`config.mk`:
```
export PLATFORM = sky130hd
export DESIGN_NAME = psw_ctrl
export DESIGN_NICKNAME = d
export VERILOG_FILES = /design/src/design/psw_pkg.sv /design/src/design/psw_ctrl.sv
export SDC_FILE = /design/constraint.sdc
export NUM_CORES = 1
export LEC_CHECK = 0
export BUFFER_PORTS_ARGS = -buffer_cell sky130_fd_sc_hd__clkbuf_2
export CAP_MARGIN = 20
export CORE_UTILIZATION = 57
export DETAILED_ROUTE_END_ITERATION = 6
export GPL_ROUTABILITY_DRIVEN = 1
export PLACE_DENSITY_LB_ADDON = 0.1
export SKIP_CTS_REPAIR_TIMING = 1
export SLEW_MARGIN = 20
export SYNTH_ARGS = -nofsm -noshare
export SYNTH_HDL_FRONTEND = slang
export SYNTH_SLANG_ARGS = --single-unit
```
`constraint.sdc`:
```
create_clock -name core_clk_i -period 2.78 [get_ports core_clk_i]
set_input_delay 0.278 -clock core_clk_i [delete_from_list [all_inputs] [get_ports core_clk_i]]
set_output_delay 0.278 -clock core_clk_i [all_outputs]
set_load 0.02 [all_outputs]
```
`src/design/psw_pkg.sv`:
```
// Constants, states and carriers for the power switch and wake controller.
// Assumes a single 20 MHz clock domain; all inputs already synchronous.
package psw_pkg;

	// ----------------------------------------------------------------
	// Timing
	// ----------------------------------------------------------------
	localparam int unsigned CLK_HZ        = 20_000_000;
	localparam int unsigned PRESS_THR_S   = 4;            // Press threshold in seconds
	localparam int unsigned PRESS_THR_CYC = PRESS_THR_S * CLK_HZ;
	localparam int unsigned PRESS_CNT_W   = 27;

	// ----------------------------------------------------------------
	// System states (one-hot)
	// ----------------------------------------------------------------
	typedef enum logic [4:0] {
		PSW_S0 = 5'h01,   // Working
		PSW_S1 = 5'h02,   // Processor stopped
		PSW_S3 = 5'h04,   // Suspend to RAM
		PSW_S4 = 5'h08,   // Suspend to disk
		PSW_S5 = 5'h10    // Soft off
	} psw_state_e;

	// Reset state and short-press sleep target
	localparam psw_state_e STATE_RST = PSW_S5;
	localparam psw_state_e SW_SLEEP  = PSW_S3;   // Target of a short press while working

	// ----------------------------------------------------------------
	// Carriers
	// ----------------------------------------------------------------
	typedef struct packed {
		logic lan;
		logic pme;
		logic modem;
		logic ps2;
		logic usb;
		logic rtc;
		logic pcie_wake;
	} psw_wake_s;

	typedef struct packed {
		logic       valid;
		psw_state_e target;
	} psw_os_cmd_s;

endpackage

```
`src/design/psw_ctrl.sv`:
```
// Power switch, wake event and chassis intrusion control.
// Assumes switch, wake and command inputs are synchronous, active high levels.
`timescale 1ns/1ns
module psw_ctrl #(
	parameter int unsigned PRESS_THR = psw_pkg::PRESS_THR_CYC
) (
	// Clock, reset, enable
	input  wire logic               core_clk_i,
	input  wire logic               rst_i,
	input  wire logic               ce_i,
	// Front panel and chassis
	input  wire logic               pwr_sw_i,
	input  wire logic               intrusion_sw_i,
	input  wire logic               intrusion_clr_i,
	// Wake sources and options
	input  wire psw_pkg::psw_wake_s wake_i,
	input  wire logic               s5_lan_pme_en_i,
	// OS commands
	input  wire psw_pkg::psw_os_cmd_s os_cmd_i,
	// Status and power control
	output logic [4:0]              state_o,
	output logic                    dev_pwr_en_o,
	output logic                    wake_logic_pwr_o,
	output logic                    cold_boot_o,
	output logic                    intrusion_o
);

	localparam int unsigned CW = psw_pkg::PRESS_CNT_W;

	psw_pkg::psw_state_e state_ff;
	psw_pkg::psw_state_e nxt_state;
	logic [CW-1:0]       press_cnt_ff;
	logic                sw_prev_ff;
	logic                long_done_ff;
	logic                dev_pwr_ff;
	logic                cold_boot_ff;
	logic                intrusion_ff;
	logic                wake_pwr_ff;
	logic                long_evt;
	logic                short_evt;
	logic                sleeping;
	logic                wake_ok;

	// ----------------------------------------------------------------
	// Press timing
	// ----------------------------------------------------------------
	// Long fires once, while still held, the cycle the hold reaches the threshold
	assign long_evt  = pwr_sw_i && !long_done_ff &&
		(press_cnt_ff == CW'(PRESS_THR - 1));
	// Short fires on release, unless the press already counted as long
	assign short_evt = !pwr_sw_i && sw_prev_ff && !long_done_ff;

	// Counter saturates after a long press, so a stuck switch cannot retrigger
	always_ff @(posedge core_clk_i) begin
		if (rst_i) begin
			press_cnt_ff <= '0;
			sw_prev_ff   <= 1'b0;
			long_done_ff <= 1'b0;
		end else if (ce_i) begin
			sw_prev_ff <= pwr_sw_i;
			if (!pwr_sw_i) begin
				press_cnt_ff <= '0;
				long_done_ff <= 1'b0;
			end else if (long_evt) begin
				long_done_ff <= 1'b1;
			end else if (!long_done_ff) begin
				press_cnt_ff <= press_cnt_ff + CW'(1);
			end
		end
	end

	// ----------------------------------------------------------------
	// Wake qualification per sleep state
	// ----------------------------------------------------------------
	assign sleeping = (state_ff != psw_pkg::PSW_S0);

	always_comb begin
		wake_ok = wake_i.rtc || wake_i.pcie_wake;
		case (state_ff)
			psw_pkg::PSW_S1,
			psw_pkg::PSW_S3: begin
				wake_ok = wake_ok || wake_i.lan || wake_i.pme ||
					wake_i.modem || wake_i.ps2 || wake_i.usb;
			end
			psw_pkg::PSW_S4: begin
				wake_ok = wake_ok || wake_i.lan || wake_i.pme;
			end
			psw_pkg::PSW_S5: begin
				wake_ok = wake_ok ||
					(s5_lan_pme_en_i && (wake_i.lan || wake_i.pme));
			end
			default: begin
				wake_ok = 1'b0;
			end
		endcase
	end

	// ----------------------------------------------------------------
	// State selection: long press, then short press, then wake, then OS
	// ----------------------------------------------------------------
	always_comb begin
		nxt_state = state_ff;
		if (long_evt) begin
			nxt_state = psw_pkg::PSW_S5;
		end else if (short_evt) begin
			case (state_ff)
				psw_pkg::PSW_S0: nxt_state = psw_pkg::SW_SLEEP;
				default:         nxt_state = psw_pkg::PSW_S0;
			endcase
		end else if (sleeping && wake_ok) begin
			nxt_state = psw_pkg::PSW_S0;
		end else if (os_cmd_i.valid && !sleeping) begin
			// Only legal one-hot sleep targets are obeyed; others are dropped
			case (os_cmd_i.target)
				psw_pkg::PSW_S1,
				psw_pkg::PSW_S3,
				psw_pkg::PSW_S4,
				psw_pkg::PSW_S5: nxt_state = os_cmd_i.target;
				default:         nxt_state = state_ff;
			endcase
		end
	end

	// ----------------------------------------------------------------
	// State and power outputs
	// ----------------------------------------------------------------
	always_ff @(posedge core_clk_i) begin
		if (rst_i) begin
			state_ff     <= psw_pkg::STATE_RST;
			dev_pwr_ff   <= 1'b0;
			cold_boot_ff <= 1'b0;
			wake_pwr_ff  <= 1'b1;
		end else if (ce_i) begin
			state_ff     <= nxt_state;
			// Power tracks the next state so the output never lags the state
			dev_pwr_ff   <= (nxt_state == psw_pkg::PSW_S0) ||
				(nxt_state == psw_pkg::PSW_S1);
			wake_pwr_ff  <= 1'b1;
			cold_boot_ff <= (state_ff == psw_pkg::PSW_S5) &&
				(nxt_state == psw_pkg::PSW_S0);
		end
	end

	// ----------------------------------------------------------------
	// Chassis intrusion, sticky until cleared; a new closure beats the clear
	// ----------------------------------------------------------------
	always_ff @(posedge core_clk_i) begin
		if (rst_i) begin
			intrusion_ff <= 1'b0;
		end else if (ce_i) begin
			if (intrusion_sw_i) begin
				intrusion_ff <= 1'b1;
			end else if (intrusion_clr_i) begin
				intrusion_ff <= 1'b0;
			end
		end
	end

	assign state_o          = state_ff;
	assign dev_pwr_en_o     = dev_pwr_ff;
	assign wake_logic_pwr_o = wake_pwr_ff;
	assign cold_boot_o      = cold_boot_ff;
	assign intrusion_o      = intrusion_ff;
endmodule // psw_ctrl

```
==> flow_summary.toml, run 1 <==
[run_status]
status = "complete, no violations"

[clock_tree]
clk_pin_slew_ns = 0.08
h-tree-depth = 2
insertion_delay_ns = 0.29
tritoncts = "done"
clk_path_buf_depth = 2
cts_made_buffers = 5
clock_sinks = 37
cts-root-buf = "clkbuf_8"

[sta]
skew_ns = 0.00484
min_period_ns = 2.40
finalSetupViolations = 0
maxSlewHeadroom_pct = 56.6
report.final.hold_viol_count = 0
maxSlewViolCount = 0
tightestPinTransition_ns = 0.647
fmax_mhz = 417
hold-worst-slack_ns = 0.249
period_share_pct = 86.3
rsz0062_at_grt = "false"
setup_tns_ns = 0

[flow_run]
drv_cap = 0

[detailed_routing]
drt-total-wl_microns = 4820
vias = 1999
drc = 0
wl_per_cell_microns = 14.7
viasPerCell = 6.08
ant_nets = 0
drt_pass1_iterations = 5
drt-initial-drc-count = 165

[logic_synthesis]
synthTopCellsByCount = "dfxtp_1, nor2_1, nand2_1"
synth.distinct_cells = 58
syn-cell-area_sq_um = 2190
synth_nets = 282
synth_top_area_share_pct = 33.8
yosys_warnings = 0
yosysTopAreaCell = "dfxtp_1"
synth.top_cells.by_area = "dfxtp_1, xnor2_1, nor2_1, nand2_1, a2111oi_1"
ys.flop_type = "dfxtp_1"
yosysSeqAreaShare_pct = 33.8
syn_avg_cell_area_sq_um = 8.39
synthArstFlopShare_pct = 0
synthCells = 261
synth_edf_count = 0
ys_ff_latch = 37

[finish]
drive_above_1_share_pct = 18.1
final_nets = 301
area_delta_synth_final_pct = 9.99
fillers = 324
seq_area_sq_um = 741
postLayoutCoreUtil_pct = 65.8
multi_input_area_sq_um = 1320
diodes = 0

[floorplanning]
rows = 22
die_x_microns = 64.0
core-area_sq_um = 3660
initial_core_util_pct = 59.8
io_pins = 29
die-area_sq_um = 4100
dieHeight_microns = 64.0

[place]
port_buffers = 27
place.gp.congestion = 0.861
hpwl_microns = 3440

[critical_path]
cp_max_fo = 12
cp-end-kind = "register"
startpoint_type = "register"
arrival_ns = 2.58
criticalPathCategory = "register to register"
required_ns = 2.97

[global_route]
grt_pass1_wl_microns = 8420
grt_max_degree = 20
grt_pass1_vias = 1833
antenna_found_initial = 0
track_usage_pct = 26.0
gr-total-overflow = 0

[min_path]
hold_class = "input port to register"

[power_and_ir_drop]
ir_drop_v = 0.000359
power_density_nw_per_um2 = 449
p_leak_nw = 0.834
[final cells by class]
| type | instances | share of cell area, % |
|---|---|---|
| clock buffer | 6 | 3.43 |
| clock inverter | 2 | 0.571 |
| inverter | 8 | 1.25 |
| multi-input combinational | 197 | 54.7 |
| sequential | 37 | 30.7 |
| tap | 48 | 2.49 |
| timing repair buffer | 31 | 6.85 |
[registers in the layout, indices dropped and copies added, names as in the netlist]
register	cells
state_o	5
intrusion_o	1
cold_boot_o	1
long_done_ff	1
sw_prev_ff	1
dev_pwr_en_o	1
press_cnt_ff	27
[worst max-delay path, stage by stage (launching register included)]
cell and delay, ns:
dfxtp_1 0.36, or4b_1 0.57, nor4_4 0.33, a31o_1 0.41
buf_4 0.26, a2111oi_1 0.12, xnor2_1 0.19, nor2_1 0.05
[routing by layer]
layer | global-route usage [%] | vias up | share of wire [%]
li1 | - | 997 | -
met5 | 0 | - | 0
met2 | 40.6 | 52 | 46
met1 | 35.8 | 944 | 49
met3 | 3.93 | 6 | 4.2
met4 | 9.94 | 0 | 1.1
[power breakdown]
part           switching, mW  internal [mW]  total (mW)  leakage, nW
Sequential            0.0122          0.539       0.552        0.299
Clock                  0.198          0.201       0.399       0.0512
Combinational         0.0816         0.0513       0.133        0.484
Total                  0.292          0.792        1.08        0.834
[per-stage QoR]
step / std cells / setup WS (ns) / power (mW) / instance area [sq um]
after floorplan: 261 / 0.650 / 0.652 / 2190
after global placement: 321 / 0.479 / 0.694 / 2310
after detailed placement: 321 / 0.420 / 0.696 / 2310
after CTS: 329 / 0.391 / 1.09 / 2410
after global routing: 329 / 0.200 / 1.13 / 2410
final: 329 / 0.381 / 1.08 / 2410
[layout by cell type, fill, tap and decap left out, types with 4 or more instances in the layout]
| cell type | count |
|---|---|
| xnor2_1 | 19 |
| nand3_1 | 10 |
| o211ai_1 | 4 |
| xor2_1 | 4 |
| clkbuf_2 | 27 |
| inv_1 | 7 |
| nand4_1 | 9 |
| nor2_1 | 37 |
| a2111oi_1 | 8 |
| a211oi_1 | 10 |
| nand2_1 | 24 |
| clkbuf_8 | 6 |
| a21oi_1 | 10 |
| dfxtp_1 | 37 |
| buf_4 | 4 |
[logic make-up after synthesis]
family | share of synthesized area [%]
flops | 33.8
compound gates | 22.4
mux | 1.43
buf+inv | 6.05
xor+xnor | 9.19
simple gates | 26.3
other cells | 0.171
fa+ha+maj | 0.571
[path summary, 6_finish.rpt]
kind	start	depth (start not counted)	to	slack [ns]
min	intrusion_sw_i	3	intrusion_o$_SDFFE_PP0P_	0.25
max	press_cnt_ff[10]$_SDFFE_PP0P_	7	press_cnt_ff[12]$_SDFFE_PP0P_	0.38
max reg2reg	press_cnt_ff[10]$_SDFFE_PP0P_	7	press_cnt_ff[12]$_SDFFE_PP0P_	0.38
min reg2reg	sw_prev_ff$_SDFFE_PP0P_	2	sw_prev_ff$_SDFFE_PP0P_	0.47
(Power assumes the default switching activity.)
==> run 2, diff against run 1 <==
Settings changed: MAX_ROUTING_LAYER set to met4.
==> run 2 against run 1 <==
Setup slack got worse by 0.0080 ns. Register-to-register slack hardly changed. First-iteration DRC count is 2.4% higher. Non-clock buffer count unchanged. Hold slack gained 0.0022 ns. Combinational power is essentially flat. Critical path type unchanged.
==> flow_summary.toml, run 2 (synthesis results as in run 1) <==
[global_route]
grt_pass1_wl_microns = 8420
antenna_found_initial = 0
track_usage_pct = 26.7
grt_use_met1_pct = 35.6
grt_max_degree = 20
gr-total-overflow = 0
grt_use_met2_pct = 40.8
grt_busiest_layer = "met2"
use_met3_pct = 3.93
grt_pass1_vias = 1835

[floorplanning]
die_x_microns = 64.0
initial_core_util_pct = 59.8
dieHeight_microns = 64.0
rows = 22
die-area_sq_um = 4100
io_pins = 29
core-area_sq_um = 3660

[detailed_routing]
drt-total-wl_microns = 4810
drt-initial-drc-count = 169
drt_pass1_iterations = 4
viasPerCell = 5.98
wl_per_cell_microns = 14.6
drc = 0
vias = 1969
ant_nets = 0

[power_and_ir_drop]
power_density_nw_per_um2 = 449
ir_drop_v = 0.000359
p_leak_nw = 0.834
p_total_mw = 1.08

[sta]
period_share_pct = 86.6
fmax_mhz = 415
skew_ns = 0.00491
hold-worst-slack_ns = 0.251
report.final.hold_viol_count = 0
worst_slack_ns = 0.373
setup_tns_ns = 0
rsz0062_at_grt = "false"
finalSetupViolations = 0
maxSlewViolCount = 0
min_period_ns = 2.41
tightestPinTransition_ns = 0.650
maxSlewHeadroom_pct = 56.4

[critical_path]
cp_max_fo = 12
required_ns = 2.96
criticalPathCategory = "register to register"
crit_path_max_incr_delay_ns = 0.57
arrival_ns = 2.59
startpoint_type = "register"
cp-end-kind = "register"
slowest_stage = "or4b_1"
crit_chain = "or4b_1 > nor4_4 > a31o_1 > buf_4 > a2111oi_1 > xnor2_1 > nor2_1"

[finish]
fin_cells = 329
largest_reg_flops = 27
area_delta_synth_final_pct = 9.99
top_register = "press_cnt_ff"
fin_area_sq_um = 2410
layout_common_cells = "nor2_1, dfxtp_1, clkbuf_2"
drive_above_1_share_pct = 18.1
final_nets = 301
postLayoutCoreUtil_pct = 65.8
diodes = 0

[clock_tree]
cts-root-buf = "clkbuf_8"
clk_path_buf_depth = 2
tritoncts = "done"
clk_pin_slew_ns = 0.08
insertion_delay_ns = 0.29
clock_sinks = 37
h-tree-depth = 2
cts_made_buffers = 5

[place]
port_buffers = 27
placed_cells = 321
place.gp.congestion = 0.875
placed_cell_area_sq_um = 2310
preCtsSetupSlack_ns = 0.420
hpwl_microns = 3440

[run_status]
status = "complete, no violations"

[min_path]
hold_class = "input port to register"

[flow_run]
drv_cap = 0
==> run 2: cell counts in the layout (fill, tap and decap cells not counted) <==
Identical to the previous run, type by type.
==> run 2: area by class of cell <==
| cell class | count | area [sq um] |
|---|---|---|
| clock buffers | 6 | 82.6 |
| clock inverters | 2 | 13.8 |
| fillers | 324 | 1250 |
| inverters | 8 | 30.0 |
| multi-input cells | 197 | 1320 |
| flip-flops and latches | 37 | 741 |
| well taps | 48 | 60.1 |
| repair buffers | 31 | 165 |
==> run 2: power breakdown <==
| group | internal, mW | switching (mW) | leakage, nW | total (mW) |
|---|---|---|---|---|
| Sequential | 0.539 | 0.0122 | 0.299 | 0.552 |
| Clock | 0.201 | 0.196 | 0.0512 | 0.397 |
| Combinational | 0.0513 | 0.0814 | 0.484 | 0.133 |
==> run 2: layer usage <==
layer | up-vias | share of wire (%)
li1 | 996 | -
met1 | 916 | 49
met2 | 51 | 45
met3 | 6 | 4.2
met4 | 0 | 1.1
met5 | - | 0
==> run 2: final timing paths <==
check	to	slack, ns	from	cells past startpoint
worst max register to register	press_cnt_ff[12]$_SDFFE_PP0P_	0.37	press_cnt_ff[10]$_SDFFE_PP0P_	7
worst max-delay path	press_cnt_ff[12]$_SDFFE_PP0P_	0.37	press_cnt_ff[10]$_SDFFE_PP0P_	7
worst min-delay path	intrusion_o$_SDFFE_PP0P_	0.25	intrusion_sw_i	3
worst min register to register	sw_prev_ff$_SDFFE_PP0P_	0.47	sw_prev_ff$_SDFFE_PP0P_	2
==> run 2: worst max-delay path: cells and delay by family, from the launching register on <==
family,cells,cell delay [ns]
XOR/XNOR,1,0.19
buffers and inverters,1,0.26
flip-flops,1,0.36
AND/OR/NAND/NOR,3,0.96
AO/OA/AOI/OAI,2,0.53
